`src/rtl/ldpwm_pkg.sv`:
```
// Constants, field layout and configuration struct of the LED dimming PWM block.
package ldpwm_pkg;

	// ----------------------------------------------------------------
	// Register indices; the APB byte address is four times the index.
	// ----------------------------------------------------------------
	localparam logic [7:0] IDX_DIM_GENERAL_CONFIG = 8'h08;
	localparam logic [7:0] IDX_DUTY_LEVEL_CHANNEL_ONE = 8'h09;
	localparam logic [7:0] IDX_DIM_STATUS = 8'h1F;
	localparam int ADDR_LSB = 2;

	// ----------------------------------------------------------------
	// Widths and reset values.
	// ----------------------------------------------------------------
	localparam int REG_W = 10;
	localparam int DUTY_W = 10;
	localparam logic [9:0] DIM_GENERAL_CONFIG_RST = 10'h000;
	localparam logic [9:0] DUTY_LEVEL_CHANNEL_ONE_RST = 10'h000;

	// ----------------------------------------------------------------
	// Field positions of the general configuration register.
	// ----------------------------------------------------------------
	localparam int RATE_SEL_LSB = 0;
	localparam int SRC_SEL_LSB = 2;
	localparam int SHARED_54_LSB = 4;
	localparam int DRIVE_TGT_LSB = 6;

	// Dimming source encodings; any code other than internal picks the external input.
	localparam logic [1:0] DIMMING_SOURCE_SELECT_INTERNAL = 2'h0;

	// Status register bit positions.
	localparam int STAT_LEVEL_BIT = 0;
	localparam int STAT_EXT_BIT = 1;
	localparam int STAT_ENH_BIT = 2;

	// ----------------------------------------------------------------
	// Timing: clock rate and default step dividers of the four dimming rates.
	// ----------------------------------------------------------------
	localparam int CLK_FREQ_MHZ = 100;
	localparam int DIM_DIV_RATE0 = 4;
	localparam int DIM_DIV_RATE1 = 8;
	localparam int DIM_DIV_RATE2 = 16;
	localparam int DIM_DIV_RATE3 = 32;
	localparam int DIV_W = 16;

	// Layout matches bits [9:0] of the general configuration register.
	typedef struct packed {
		logic [3:0] gate_drive_voltage_target;
		logic [1:0] shared_54;
		logic [1:0] dimming_source_select;
		logic [1:0] internal_dim_rate_select;
	} ldpwm_cfg_s;

endpackage

```
`src/rtl/ldpwm_top.sv`:
```
// APB register file and dimming source selection of the LED dimming PWM block.
//
// Operation
// - Two-bit fields choose dimming source and internal generator rate.
// - Channel 1 duty drives the output only while internal dimming is chosen.
// - Duty is 10-bit unsigned; 1023 keeps output always on, else proportional.
// - Enhanced variant: bits 5:4 enable zero-cross comparator per channel.
`timescale 1ns/1ps
module ldpwm_top #(
	parameter bit ENHANCED = 1'b1,
	parameter int DIV_RATE0 = ldpwm_pkg::DIM_DIV_RATE0,
	parameter int DIV_RATE1 = ldpwm_pkg::DIM_DIV_RATE1,
	parameter int DIV_RATE2 = ldpwm_pkg::DIM_DIV_RATE2,
	parameter int DIV_RATE3 = ldpwm_pkg::DIM_DIV_RATE3
) (
	input wire logic pclk,
	input wire logic presetn,
	input wire logic psel,
	input wire logic penable,
	input wire logic pwrite,
	input wire logic [11:0] paddr,
	input wire logic [31:0] pwdata,
	input wire logic [3:0] pstrb,
	output logic [31:0] prdata,
	output logic pready,
	output logic pslverr,
	input wire logic ext_dim_ch1,
	output logic dim_ch1,
	output logic [1:0] zero_cross_high_voltage_enable,
	output logic [1:0] booster_multiphase_select,
	output logic [3:0] gate_drive_voltage_target
);

	// ----------------------------------------------------------------
	// Elaboration checks.
	// ----------------------------------------------------------------
	localparam int DIV_MAX = (1 << ldpwm_pkg::DIV_W) - 1;

	if (DIV_RATE0 < 1 || DIV_RATE1 < 1 || DIV_RATE2 < 1 || DIV_RATE3 < 1) begin : g_div_lo
		$error("Dimming step dividers must be at least one.");
	end
	if (DIV_RATE0 > DIV_MAX || DIV_RATE1 > DIV_MAX || DIV_RATE2 > DIV_MAX ||
		DIV_RATE3 > DIV_MAX) begin : g_div_hi
		$error("Dimming step dividers exceed the divider counter width.");
	end

	// ----------------------------------------------------------------
	// Functions.
	// ----------------------------------------------------------------
	// Reload value of the step divider for a rate code.
	function automatic logic [ldpwm_pkg::DIV_W-1:0] rate_reload(input logic [1:0] sel);
		int d;
		case (sel)
			2'h0: d = DIV_RATE0;
			2'h1: d = DIV_RATE1;
			2'h2: d = DIV_RATE2;
			default: d = DIV_RATE3;
		endcase
		return ldpwm_pkg::DIV_W'(d - 1);
	endfunction

	// Byte-lane masked update of a 10-bit register.
	function automatic logic [9:0] lane_write(input logic [9:0] cur, input logic [31:0] wd,
		input logic [3:0] strb);
		logic [9:0] nv;
		nv = cur;
		if (strb[0]) begin
			nv[7:0] = wd[7:0];
		end
		if (strb[1]) begin
			nv[9:8] = wd[9:8];
		end
		return nv;
	endfunction

	// ----------------------------------------------------------------
	// APB decode.
	// ----------------------------------------------------------------
	logic [7:0] idx;
	logic hit_cfg;
	logic hit_duty;
	logic hit_stat;
	logic mapped;
	logic access_done;

	assign idx = paddr[ldpwm_pkg::ADDR_LSB +: 8];
	assign hit_cfg = (idx == ldpwm_pkg::IDX_DIM_GENERAL_CONFIG) && (paddr[11:10] == 2'h0);
	assign hit_duty = (idx == ldpwm_pkg::IDX_DUTY_LEVEL_CHANNEL_ONE) && (paddr[11:10] == 2'h0);
	assign hit_stat = (idx == ldpwm_pkg::IDX_DIM_STATUS) && (paddr[11:10] == 2'h0);
	assign mapped = hit_cfg || hit_duty || hit_stat;
	// Transfers complete on the edge where the registered ready is already high.
	assign access_done = psel && penable && pready;

	// ----------------------------------------------------------------
	// Configuration registers.
	// ----------------------------------------------------------------
	ldpwm_pkg::ldpwm_cfg_s cfg_q;
	logic [ldpwm_pkg::DUTY_W-1:0] duty_q;

	// Bits 5:4 are stored unchanged on either variant; the base variant relies on
	// software leaving the multiphase field at zero.
	always_ff @(posedge pclk or negedge presetn) begin
		if (!presetn) begin
			cfg_q <= ldpwm_pkg::DIM_GENERAL_CONFIG_RST;
		end else if (access_done && pwrite && hit_cfg) begin
			cfg_q <= lane_write(cfg_q, pwdata, pstrb);
		end
	end

	always_ff @(posedge pclk or negedge presetn) begin
		if (!presetn) begin
			duty_q <= ldpwm_pkg::DUTY_LEVEL_CHANNEL_ONE_RST;
		end else if (access_done && pwrite && hit_duty) begin
			duty_q <= lane_write(duty_q, pwdata, pstrb);
		end
	end

	// ----------------------------------------------------------------
	// APB answer.
	// ----------------------------------------------------------------
	logic ext_sel;
	logic int_level;
	logic [9:0] status;

	assign ext_sel = (cfg_q.dimming_source_select != ldpwm_pkg::DIMMING_SOURCE_SELECT_INTERNAL);

	always_comb begin
		status = '0;
		status[ldpwm_pkg::STAT_LEVEL_BIT] = dim_ch1;
		status[ldpwm_pkg::STAT_EXT_BIT] = ext_sel;
		status[ldpwm_pkg::STAT_ENH_BIT] = ENHANCED;
	end

	// One wait state: ready is low in the first access cycle, high in the second and falls after it.
	always_ff @(posedge pclk or negedge presetn) begin
		if (!presetn) begin
			pready <= 1'b0;
		end else begin
			pready <= psel && penable && !pready;
		end
	end

	always_ff @(posedge pclk or negedge presetn) begin
		if (!presetn) begin
			pslverr <= 1'b0;
		end else begin
			pslverr <= psel && penable && !pready && !mapped;
		end
	end

	always_ff @(posedge pclk or negedge presetn) begin
		if (!presetn) begin
			prdata <= '0;
		end else if (psel && penable && !pready && !pwrite) begin
			if (hit_cfg) begin
				prdata <= {22'h000000, cfg_q};
			end else if (hit_duty) begin
				prdata <= {22'h000000, duty_q};
			end else if (hit_stat) begin
				prdata <= {22'h000000, status};
			end else begin
				prdata <= '0;
			end
		end else begin
			prdata <= '0;
		end
	end

	// ----------------------------------------------------------------
	// Dimming rate divider.
	// ----------------------------------------------------------------
	logic [ldpwm_pkg::DIV_W-1:0] div_cnt_q;
	logic step_en_q;

	// A rate change takes effect at the next reload, so a running step is finished first.
	always_ff @(posedge pclk or negedge presetn) begin
		if (!presetn) begin
			div_cnt_q <= '0;
			step_en_q <= 1'b0;
		end else if (div_cnt_q == '0) begin
			div_cnt_q <= rate_reload(cfg_q.internal_dim_rate_select);
			step_en_q <= 1'b1;
		end else begin
			div_cnt_q <= div_cnt_q - {{(ldpwm_pkg::DIV_W-1){1'b0}}, 1'b1};
			step_en_q <= 1'b0;
		end
	end

	// ----------------------------------------------------------------
	// Internal generator and source selection.
	// ----------------------------------------------------------------
	ldpwm_dim_gen #(
		.W(ldpwm_pkg::DUTY_W)
	) u_gen (
		.clk(pclk),
		.rst_n(presetn),
		.step_en(step_en_q),
		.duty(duty_q),
		.level_q(int_level),
		.period_start_q()
	);

	// With external dimming the duty setting is ignored entirely.
	always_ff @(posedge pclk or negedge presetn) begin
		if (!presetn) begin
			dim_ch1 <= 1'b0;
		end else begin
			dim_ch1 <= ext_sel ? ext_dim_ch1 : int_level;
		end
	end

	// ----------------------------------------------------------------
	// Analog control outputs.
	// ----------------------------------------------------------------
	assign gate_drive_voltage_target = cfg_q.gate_drive_voltage_target;

	// The comparator enable is a plain level, independent of the LED voltage limit.
	if (ENHANCED) begin : g_enh
		assign zero_cross_high_voltage_enable = cfg_q.shared_54;
		assign booster_multiphase_select = 2'h0;
	end else begin : g_base
		assign zero_cross_high_voltage_enable = 2'h0;
		assign booster_multiphase_select = cfg_q.shared_54;
	end

endmodule

```
`src/rtl/ldpwm_dim_gen.sv`:
```
// Internal dimming waveform generator with a period of 2**W-1 steps.
`timescale 1ns/1ps
module ldpwm_dim_gen #(
	parameter int W = 10
) (
	input wire logic clk,
	input wire logic rst_n,
	input wire logic step_en,
	input wire logic [W-1:0] duty,
	output logic level_q,
	output logic period_start_q
);

	localparam logic [W-1:0] LAST_STEP = {{(W-1){1'b1}}, 1'b0};

	logic [W-1:0] cnt_q;
	logic [W-1:0] duty_act_q;

	// ----------------------------------------------------------------
	// Step counter and period-aligned duty capture.
	// ----------------------------------------------------------------
	// Duty is taken only at a period boundary so a write never yields a runt pulse.
	always_ff @(posedge clk or negedge rst_n) begin
		if (!rst_n) begin
			cnt_q <= '0;
			duty_act_q <= '0;
			period_start_q <= 1'b0;
		end else begin
			period_start_q <= 1'b0;
			if (step_en) begin
				if (cnt_q == LAST_STEP) begin
					cnt_q <= '0;
					duty_act_q <= duty;
					period_start_q <= 1'b1;
				end else begin
					cnt_q <= cnt_q + {{(W-1){1'b0}}, 1'b1};
				end
			end
		end
	end

	// ----------------------------------------------------------------
	// Output level.
	// ----------------------------------------------------------------
	// Counts run 0..2**W-2, so the full-scale code keeps the output on throughout.
	always_ff @(posedge clk or negedge rst_n) begin
		if (!rst_n) begin
			level_q <= 1'b0;
		end else begin
			level_q <= (cnt_q < duty_act_q);
		end
	end

endmodule

```
`config.mk`:
```
export PLATFORM = sky130hd
export DESIGN_NAME = ldpwm_top
export DESIGN_NICKNAME = d
export VERILOG_FILES = /design/src/rtl/ldpwm_pkg.sv /design/src/rtl/ldpwm_top.sv /design/src/rtl/ldpwm_dim_gen.sv
export SDC_FILE = /design/constraint.sdc
export NUM_CORES = 1
export LEC_CHECK = 0
export BUFFER_PORTS_ARGS = -buffer_cell sky130_fd_sc_hd__buf_2
export CORE_ASPECT_RATIO = 0.7
export CORE_MARGIN = 5
export CORE_UTILIZATION = 50
export DETAILED_ROUTE_END_ITERATION = 10
export PLACE_DENSITY = 0.77
export SLEW_MARGIN = 5
export SYNTH_ARGS = -nofsm -noshare
export SYNTH_HDL_FRONTEND = slang
export SYNTH_SLANG_ARGS = --single-unit
```
`constraint.sdc`:
```
create_clock -name pclk -period 4.75 [get_ports pclk]
set_input_delay 0.95 -clock pclk [delete_from_list [all_inputs] [get_ports pclk]]
set_output_delay 0.95 -clock pclk [all_outputs]
set_load 0.01 [all_outputs]
```
### After elaboration in Yosys (flattened, before gate mapping)

Cells that the tools add are included.

* logic and storage cells: 61
* register bits after elaboration: 93
* output and inout port bits: 43

* eq/ne operators: 6
* $lt $le $gt $ge: 1
* mux-type cells: 10
* $add $sub $neg: 3
* reduce and logical (&&, ||, !) cells: 25

Operator list (count)
* 16-bit two-way mux: 2
* 32-bit two-way mux: 1
* 10-bit two-way mux: 3
* 6-bit case mux with 3 select lines: 1
* 8-bit by 4-bit == test with 1-bit output (second input constant): 2
* 16-bit logical NOT: 1
* 16-bit by 1-bit subtractor with 16-bit output (second input constant): 1
* 16-bit by 2-bit subtractor with 16-bit output (second input constant): 1
* 1-bit logical AND: 11
* 10-bit by 1-bit adder with 10-bit output (second input constant): 1
* 10-bit == test (second input constant): 1
* 10-bit less-than comparator: 1
* 2-bit AND reduction: 5
* 8-bit by 5-bit == test with 1-bit output (second input constant): 1
* 2-bit logical NOT: 2
* 1-bit logical NOT: 3
* 3-bit two-way mux: 1
* 2-bit by 1-bit == test with 1-bit output (second input constant): 1
* 2-bit == test (second input constant): 1
* 1-bit logical OR: 2
* 1-bit two-way mux: 2
* 2-bit nonzero test: 1

### Longest topological paths before layout

Gate-level depths: netlist of run 1.

* word-level depth: 6
* depth in mapped cells: 7
* depth with buffers taken out: 6

### Hierarchy

Synthesis of run 1 repeated with hierarchy kept, for this count alone.

* cell total of the unflattened synthesis: 344
* area total of the unflattened synthesis: 3744.8 sq um

Modules (own cells, without submodules)
* ldpwm_top: cells each 223, sequential area each 1251.2 sq um, area each 2572.5 sq um, times used 1
* ldpwm_dim_gen: cells each 121, sequential area each 550.5 sq um, area each 1172.4 sq um, times used 1

### Worst setup path after synthesis of run 1

No wires, ideal clock.

* path kind: input to register
* start point: in paddr[7]
* end point: reg cfg_q[0] (netlist bit)
* data required time: 4.625 ns
* setup time: 0.125 ns
* arrival time: 2.244 ns
* stages on the path: 4
* path buffers: 0
* path slack: 2.381 ns
* path through: nor4b_4 > nand4_4 > nor3b_4 > mux2_2

* word-level cells in the longest chain between the ends: 4

Ends and longest elaborated chain
* start: declaration: RTL line ldpwm_top.sv:21 `input wire logic [11:0] paddr,`
* 8-bit by 4-bit == test with 1-bit output: RTL line ldpwm_top.sv:87 `assign hit_cfg = (idx == ldpwm_pkg::IDX_DIM_GENERAL_CONFIG) && (paddr[11:10] == 2'h0);`
* 1-bit logical AND: RTL line ldpwm_top.sv:87
* 1-bit logical AND: RTL line ldpwm_top.sv:105 `end else if (access_done && pwrite && hit_cfg) begin`
* 2-bit AND reduction (no line)
* end signal: assignment: RTL line ldpwm_top.sv:104 `cfg_q <= ldpwm_pkg::DIM_GENERAL_CONFIG_RST;`
* end signal: assignment: RTL line ldpwm_top.sv:106 `cfg_q <= lane_write(cfg_q, pwdata, pstrb);`
* end: declaration: RTL line ldpwm_top.sv:97 `ldpwm_pkg::ldpwm_cfg_s cfg_q;`

No other way between the ends.
A chain may end at the register's enable or synchronous reset.

### Final worst setup path of run 1

* start point: in paddr[7]
* end point: reg cfg_q[1] (netlist bit)

The elaborated chain is that of the path after synthesis.

==> flow_metrics.env, run 1 <==
export IMPL_track_usage_pct=16.2
export IMPL_critPathLaunchType="primary input"
export IMPL_globalRouteMet3Util_pct=4.27
export IMPL_ys_ff_latch=71
export IMPL_setup_tns_ps=0
export IMPL_startpoint="paddr[7]"
export IMPL_hpwlAfterDp_um=5290
export IMPL_use_met2_pct=28.1
export IMPL_synth_top_family_by_area="simple AND/OR/NAND/NOR gates"
export IMPL_end_kind="register"
export IMPL_status="completed"
export IMPL_synth_seq_area_share_pct=48.4
export IMPL_slew_viol_final=0
export IMPL_netlist_instances=329
export IMPL_insertion_delay_ps=340
export IMPL_grt_max_degree=39
export IMPL_synthMuxAreaShare_pct=13.7
export IMPL_holdWs_ps=488
export IMPL_period_share_pct=50.9
export IMPL_syn_area_per_cell_um2=11.2
export IMPL_syn_cell_area_um2=3670
export IMPL_worst_setup_path_type="primary input to register"
export IMPL_rsz0062_at_grt="no"
export IMPL_die_h_um=81.7
export IMPL_drt_total_wl_um=7190
export IMPL_synth_distinct_cells=46
export IMPL_crit_arrival_ps=2640
export IMPL_worst_pin_slew_ps=821
export IMPL_p_per_area_nw_per_um2=346
export IMPL_htreeDepth=3
export IMPL_setup_violations=0
export IMPL_slew_headroom_pct=45.3
export IMPL_ys_top_cells_by_area="dfrtp_1 (48%), mux2_2 (11%), buf_4 (6.5%)"
export IMPL_port_buffers=46
export IMPL_grt_overflow=0
export IMPL_fill_cells=623
export IMPL_fin_util_pct=56.0
export IMPL_cts_hold_buf=0
export IMPL_grt_pass1_vias=2487
export IMPL_finalNetCount=442
export IMPL_vdd_drop_max_mv=0.175
export IMPL_synthAdderAreaFrac_pct=5.11
export IMPL_max_cap_viol_count=0
export IMPL_p_leak_nw=2.05
export IMPL_first_iter_violations=110
export IMPL_synth_simple_area_share_pct=15.3
export IMPL_timing_rr_start="u_gen.cnt_q[2]$_DFFE_PN0P_"
export IMPL_cts_resized=0
export IMPL_grt_pass1_wl_um=11700
export IMPL_hp_class="register to register"
export IMPL_yosys_area_share_xor_xnor_pct=4.06
export IMPL_postCtsSetupBuffers=0
export IMPL_synthDominantCellAreaShare_pct=48.4
export IMPL_syn_to_final_growth_pct=10.2
export IMPL_dr_pass1_iters=4
export IMPL_fin_skew_ps=12.1
export IMPL_core_area_um2=7220
export IMPL_grt_use_met1_pct=19.9
export IMPL_num_rows=26
export IMPL_finalHoldViolCount=0
export IMPL_hold_start="u_gen.level_q$_DFF_PN0_"
export IMPL_synth_edf_count=0
export IMPL_top_usage_layer="met2"
export IMPL_clk_pin_slew_ps=70
export IMPL_worstPathRequired_ps=4970
export IMPL_antenna_cells=0
export IMPL_clock_tree_root_cell="clkbuf_8"
export IMPL_layout_drive_gt1_share_pct=28.0
export IMPL_initial_utilization_pct=50.8
export IMPL_fmax_mhz=413
export IMPL_die_area_um2=9180
export IMPL_ioPinCount=97
export IMPL_antenna_found_initial=0
export IMPL_synth_warnings=0
export IMPL_cts_tree="done"
export IMPL_ys_flop_type="dfrtp_1"
export IMPL_yosys_area_top_type="dfrtp_1"
export IMPL_die_x_um=112
export IMPL_cts_buffers=9
export IMPL_post_route_drc_count=0
export IMPL_cts_path_max_buffers=2
export IMPL_cts_sinks=71
export IMPL_synth_compound_area_share_pct=4.13
export IMPL_avgRoutedWirePerCell_um=15.1
export IMPL_vias_per_cell=5.14
export IMPL_via_count=2448
export IMPL_critPathMaxFanout=8
export IMPL_ys_async_sr_fraction_pct=100
export IMPL_min_period_ps=2420
export IMPL_ant_nets=0
export IMPL_routabilityCongestion=0.821
## registers in the layout (all words and copies together) (netlist names)
register                        cells
pslverr                             1
prdata                             10
step_en_q                           1
duty_q                             10
u_gen.duty_act_q                   10
dim_ch1                             1
div_cnt_q                          16
zero_cross_high_voltage_enable      2
u_gen.cnt_q                        10
cfg_q                               4
u_gen.level_q                       1
pready                              1
gate_drive_voltage_target           4
## final timing paths
| check | to | slack [ps] | depth (start not counted) |
|---|---|---|---|
| setup / recovery | cfg_q[1]$_DFFE_PN0P_ | 2330 | 5 |
| hold / removal | dim_ch1$_DFF_PN0_ | 490 | 1 |
| setup reg to reg | u_gen.duty_act_q[0]$_DFFE_PN0P_ | 2540 | 4 |
| hold reg to reg | dim_ch1$_DFF_PN0_ | 490 | 1 |
| max in group asynchronous | div_cnt_q[12]$_DFF_PN0_ | 3100 | 2 |
| min in group asynchronous | prdata[4]$_DFF_PN0_ | 700 | 1 |
## final cells by class
class | instances | area (um2) | share of cell area, %
clock inverters | 7 | 61.3 | 1.52
well taps | 98 | 123 | 3.03
repair buffers | 48 | 245 | 6.07
clock buffers | 9 | 124 | 3.06
multi-input cells | 225 | 1650 | 40.7
inverters | 18 | 67.6 | 1.67
flip-flops and latches | 71 | 1780 | 43.9
## where the power goes
group          internal, W  leakage, nW  switching [W]
Clock             0.000199       0.0888       0.000246
Combinational    0.0000965         1.02       0.000106
Sequential        0.000673        0.946      0.0000790
## cell usage after synthesis, types with 3 or more instances
library cell,count
inv_1,18
buf_2,3
nand2_1,19
buf_4,32
a31oi_1,5
mux2i_1,11
dfrtp_1,71
nand2b_1,4
nor2_1,29
ha_1,15
nor2b_1,3
nand3_1,6
a21oi_1,7
xor2_1,11
xnor2_1,6
mux2_2,35
nor3_1,5
nand4_1,8
and4_1,3
## worst max-delay path, stage by stage
cell,delay [ps]
buf_2,110
nor4b_4,420
nand4_4,210
nor3b_4,540
mux2_2,400
## cells by family (layout without fill, tap and decap cells)
group | Yosys count | count (layout)
and+or+nand+nor | 99 | 99
DFF | 71 | 71
other | 1 | 24
muxes | 46 | 46
xor gates and xnor gates | 17 | 17
buffers and inverters | 56 | 82
adders and majority gates | 15 | 15
AOI/OAI and AO/OA | 24 | 24
## layout by cell type, fill, tap and decap left out, drive strengths merged, types with 2 or more instances in the layout
| master | instances |
|---|---|
| dfrtp | 71 |
| buf | 48 |
| mux2 | 35 |
| nor2 | 30 |
| conb | 24 |
| inv | 22 |
| nand2 | 19 |
| ha | 15 |
| xor2 | 11 |
| mux2i | 11 |
| clkbuf | 9 |
| nand4 | 9 |
| a21oi | 7 |
| nand3 | 6 |
| xnor2 | 6 |
| nor3 | 5 |
| a31oi | 5 |
| nand2b | 4 |
| and4 | 4 |
| nor2b | 3 |
| nor4 | 3 |
| nor3b | 3 |
| o31ai | 2 |
| nand4b | 2 |
| nand3b | 2 |
| or3 | 2 |
| o22ai | 2 |
| a21o | 2 |
| o21ai | 2 |
| and3 | 2 |
| clkinvlp | 2 |
## metal layers
metal  part of all wire [%]  vias to the layer above
li1                       -                     1165
met1                     44                     1205
met2                     49                       68
met3                    5.7                       10
met4                    1.1                        0
met5                      0                        -
## stage by stage
step	worst slack (ps)	instance area [um2]	power, W	std cells
after floorplan	2380	3760	0.000902	352
final	2330	4040	0.00140	476
after detailed placement	1950	3860	0.000962	460
after global placement	1980	3860	0.000947	460
after global routing	2280	4040	0.00147	476
after CTS	2310	4040	0.00141	476
Note: power is estimated with default switching activity, not from simulation.
==> inputs of run 2 (changes only) <==
Clock period 4.75 ns to 2.5 ns, I/O delays scaled along.
==> run 2 against run 1 <==
  * Register-to-register slack worse by 2200 ps
  * Non-clock buffer count is 4 higher
  * Via count is 1.9% higher
  * Utilization grew 0.76 points
  * Hold slack lost 330 ps
  * Final cell count grew 0.84%
  * First-iteration DRC count up 9.1%
  * Die area did not move
  * Routed wire length is 1.9% lower
  * Critical path type is now register to register
  * Highest routed layer unchanged
==> flow_metrics.env, run 2 (synthesis gave the netlist of run 1 again) <==
export IMPL_ant_nets=0
export IMPL_cts_tree="done"
export IMPL_status="completed"
export IMPL_hp_class="primary input to asynchronous set/reset pin"
export IMPL_finalHoldViolCount=0
export IMPL_top_layer="met4"
export IMPL_regMostFlops="div_cnt_q"
export IMPL_track_usage_pct=16.4
export IMPL_critPathLaunchType="register"
export IMPL_worst_setup_path_type="register to register"
export IMPL_clk_pin_slew_ps=90
export IMPL_max_cap_viol_count=0
export IMPL_p_per_area_nw_per_um2=661
export IMPL_layout_drive_gt1_share_pct=28.8
export IMPL_postCtsSetupBuffers=0
export IMPL_syn_to_final_growth_pct=11.7
export IMPL_dr_pass1_iters=4
export IMPL_initial_utilization_pct=50.8
export IMPL_htreeDepth=3
export IMPL_grt_max_degree=72
export IMPL_grt_pass1_wl_um=11900
export IMPL_layout_cells_non_filler=480
export IMPL_crit_arrival_ps=2370
export IMPL_fin_skew_ps=6.58
export IMPL_p_leak_nw=2.09
export IMPL_grt_overflow=0
export IMPL_drt_met1_wl_um=3280
export IMPL_worstPathRequired_ps=2730
export IMPL_port_buffers=46
export IMPL_drt_total_wl_um=7060
export IMPL_core_area_um2=7220
export IMPL_cts_path_max_buffers=2
export IMPL_insertion_delay_ps=340
export IMPL_routabilityCongestion=0.850
export IMPL_via_count=2494
export IMPL_vias_per_cell=5.20
export IMPL_cts_resized=0
export IMPL_antenna_found_initial=0
export IMPL_finalNetCount=446
export IMPL_end_kind="register"
export IMPL_clock_tree_root_cell="clkbuf_8"
export IMPL_layout_common_cells="dfrtp_1 (71), buf_2 (46), mux2_2 (35)"
export IMPL_antenna_cells=0
export IMPL_dpl_cell_count=464
export IMPL_cts_buffers=9
export IMPL_largest_reg_flops=16
export IMPL_worst_pin_slew_ps=594
export IMPL_die_x_um=112
export IMPL_ioPinCount=97
export IMPL_first_iter_violations=120
export IMPL_die_area_um2=9180
export IMPL_fmax_mhz=468
export IMPL_min_period_ps=2140
export IMPL_post_route_drc_count=0
export IMPL_rsz0062_at_grt="no"
export IMPL_grt_pass1_vias=2460
export IMPL_hpwlAfterDp_um=5280
export IMPL_slew_viol_final=0
export IMPL_route_met3_wl_um=441
export IMPL_period_share_pct=85.5
export IMPL_setup_violations=0
export IMPL_vdd_drop_max_mv=0.319
export IMPL_avgRoutedWirePerCell_um=14.7
export IMPL_met2_length_um=3270
export IMPL_setup_tns_ps=0
export IMPL_layout_commonest_cell="dfrtp_1"
export IMPL_num_rows=26
export IMPL_cts_hold_buf=0
export IMPL_critPathMaxFanout=13
export IMPL_die_h_um=81.7
export IMPL_slew_headroom_pct=60.3
export IMPL_cts_sinks=71
==> run 2: area by class of cell <==
cell class,count,area [um2]
sequential,71,1780
clock inverter,7,73.8
fill,621,3120
tap,98,123
timing repair buffer,52,288
inverter,18,67.6
multi-input combinational,225,1650
clock buffer,9,124
==> run 2: per-stage QoR <==
| stage | worst slack [ps] | instance area [um2] | hold WS (ps) | total power [W] | util, % |
|---|---|---|---|---|---|
| floorplan | 581 | 3760 | 204 | 0.00171 | - |
| global placement | 296 | 3900 | 463 | 0.00181 | 54.0 |
| detailed placement | 268 | 3900 | 462 | 0.00184 | 54.0 |
| CTS | 351 | 4100 | 166 | 0.00274 | 56.7 |
| global route | 225 | 4100 | 181 | 0.00287 | 56.7 |
| finish | 361 | 4100 | 158 | 0.00271 | 56.7 |
==> run 2: worst paths after layout <==
check	from	end	slack, ps	depth (start not counted)
setup / recovery	div_cnt_q[7]$_DFF_PN0_	div_cnt_q[13]$_DFF_PN0_	360	4
hold / removal	presetn	duty_q[2]$_DFFE_PN0P_	160	2
setup reg to reg	div_cnt_q[7]$_DFF_PN0_	div_cnt_q[13]$_DFF_PN0_	360	4
hold reg to reg	u_gen.level_q$_DFF_PN0_	dim_ch1$_DFF_PN0_	490	1
max in group asynchronous	presetn	prdata[0]$_DFF_PN0_	2040	2
min in group pclk	pwdata[4]	duty_q[4]$_DFFE_PN0P_	400	2
==> run 2: metal layers <==
metal	global-route usage, %	vias to the layer above
li1	-	1186
met1	22.3	1239
met2	26.3	65
met3	4.57	4
met4	4.32	0
met5	0	-
==> run 2: worst max-delay path, stage by stage, from the launching register on <==
cell and delay, ps:
dfrtp_1 430, nor4_2 500, and2_1 220, nand3_1 430, mux2_2 450
==> run 2: where the power goes <==
part / internal [W] / leakage, nW / total [W] / switching, W
sequential: 0.00128 / 0.946 / 0.00143 / 0.000150
clock: 0.000394 / 0.101 / 0.000890 / 0.000496
combinational: 0.000186 / 1.05 / 0.000389 / 0.000203
==> inputs of run 3 (changes only) <==
==> constraint.sdc (replaced) <==
create_clock -name pclk -period 2.5 [get_ports pclk]
set_input_delay 0.375 -clock pclk [delete_from_list [all_inputs] [get_ports pclk]]
set_output_delay 0.375 -clock pclk [all_outputs]
set_load 0.01 [all_outputs]
==> run 3 against run 2 <==
  * Power rose by 8.0%
  * Fmax fell by 0.83%
  * Worst setup slack got worse by 18 ps
  * Final cell count fell by 0.21%
  * Hold slack got worse by 130 ps
  * Via count fell by 1.0%
  * Highest routed layer unchanged
  * Critical path type unchanged
==> flow_metrics.env, run 3 (synthesis gave the netlist of run 1 again) <==
export IMPL_max_cap_viol_count=0
export IMPL_cts_buffers=9
export IMPL_p_leak_nw=2.11
export IMPL_cts_hold_buf=0
export IMPL_first_iter_violations=109
export IMPL_worst_setup_path_type="register to register"
export IMPL_place_ws_ps=404
export IMPL_clk_pin_slew_ps=80
export IMPL_cts_resized=0
export IMPL_hp_class="primary input to asynchronous set/reset pin"
export IMPL_antenna_cells=0
export IMPL_largest_reg_flops=16
export IMPL_rsz0062_at_grt="no"
export IMPL_postCtsSetupBuffers=0
export IMPL_insertion_delay_ps=360
export IMPL_avgRoutedWirePerCell_um=14.9
export IMPL_setup_tns_ps=0
export IMPL_post_route_drc_count=0
export IMPL_grt_overflow=0
export IMPL_min_period_ps=2160
export IMPL_htreeDepth=3
export IMPL_cts_path_max_buffers=2
export IMPL_dr_pass1_iters=6
export IMPL_met2_length_um=3430
export IMPL_regMostFlops="div_cnt_q"
export IMPL_ioPinCount=97
export IMPL_layout_setup_ws_ps=343
export IMPL_grt_pass1_vias=2434
export IMPL_port_buffers=46
export IMPL_critPathLaunchType="register"
export IMPL_die_area_um2=9180
export IMPL_die_h_um=81.7
export IMPL_finalHoldViolCount=0
export IMPL_p_per_area_nw_per_um2=707
export IMPL_worstPathRequired_ps=2730
export IMPL_setup_violations=0
export IMPL_end_kind="register"
export IMPL_dpl_cell_area_um2=3890
export IMPL_finalNetCount=445
export IMPL_total_power_w=0.00292
export IMPL_design_area_um2=4140
export IMPL_drt_total_wl_um=7150
export IMPL_core_area_um2=7220
export IMPL_clock_tree_root_cell="clkbuf_8"
export IMPL_top_layer="met4"
export IMPL_cts_sinks=71
export IMPL_hpwlAfterDp_um=5290
export IMPL_via_count=2469
export IMPL_status="completed"
export IMPL_fin_skew_ps=11.0
export IMPL_critPathMaxFanout=13
export IMPL_vias_per_cell=5.15
export IMPL_vdd_drop_max_mv=0.398
export IMPL_slew_viol_final=0
export IMPL_period_share_pct=86.3
export IMPL_fmax_mhz=464
export IMPL_ant_nets=0
export IMPL_crit_arrival_ps=2390
export IMPL_layout_drive_gt1_share_pct=28.3
export IMPL_layout_commonest_cell="dfrtp_1"
export IMPL_syn_to_final_growth_pct=12.7
export IMPL_initial_utilization_pct=50.8
export IMPL_layout_common_cells="dfrtp_1 (71), buf_2 (46), mux2_2 (35)"
export IMPL_grt_pass1_wl_um=11700
export IMPL_drt_met1_wl_um=3180
export IMPL_num_rows=26
export IMPL_worst_pin_slew_ps=625
export IMPL_cts_tree="done"
export IMPL_antenna_found_initial=0
export IMPL_die_x_um=112
export IMPL_track_usage_pct=16.7
export IMPL_routabilityCongestion=0.834
export IMPL_route_met3_wl_um=393
export IMPL_layout_cells_non_filler=479
export IMPL_slew_headroom_pct=58.0
export IMPL_grt_max_degree=46
export IMPL_dpl_cell_count=463
-- run 3: report_power, final --
group	switching (W)	internal [W]
clock network	0.000441	0.000672
logic	0.000201	0.000185
registers	0.000146	0.00128
-- run 3: final timing paths --
path                                          from                                             to  slack (ps)  cells past startpoint
setup / recovery            div_cnt_q[7]$_DFF_PN0_                         div_cnt_q[9]$_DFF_PN0_         340                      4
hold / removal                             presetn                            prdata[5]$_DFF_PN0_          30                      1
setup reg to reg            div_cnt_q[7]$_DFF_PN0_                         div_cnt_q[9]$_DFF_PN0_         340                      4
hold reg to reg            u_gen.level_q$_DFF_PN0_                              dim_ch1$_DFF_PN0_         490                      1
max in group asynchronous                  presetn                     u_gen.cnt_q[7]$_DFFE_PN0P_        1820                      2
min in group pclk                        pwdata[4]  zero_cross_high_voltage_enable[0]$_DFFE_PN0P_         260                      2
-- run 3: area by class of cell --
class / count / area [um2]
clock buffer: 10 / 128
tap: 98 / 123
fill: 608 / 3090
timing repair buffer: 51 / 280
multi-input combinational: 225 / 1650
inverter: 18 / 67.6
sequential: 71 / 1780
clock inverter: 6 / 116
-- run 3: critical path: stages (launching register included) --
cell     delay [ps]
dfrtp_1         430
nor4_2          500
and2_1          220
nand3_1         440
mux2_2          450
-- run 3: metrics by stage --
step           utilization [%]  hold slack (ps)
3_5_place_dp              53.9              426
6_report                  57.3             28.9
4_1_cts                   57.3             26.2
3_3_place_gp              53.9              422
5_1_grt                   57.3             58.5
2_1_floorplan                -             79.4
-- run 3: metal layers --
metal	up-vias	global-route usage, %
met3	10	5.82
met5	-	0
met4	0	6.96
li1	1177	-
met2	62	27.3
met1	1220	20.6
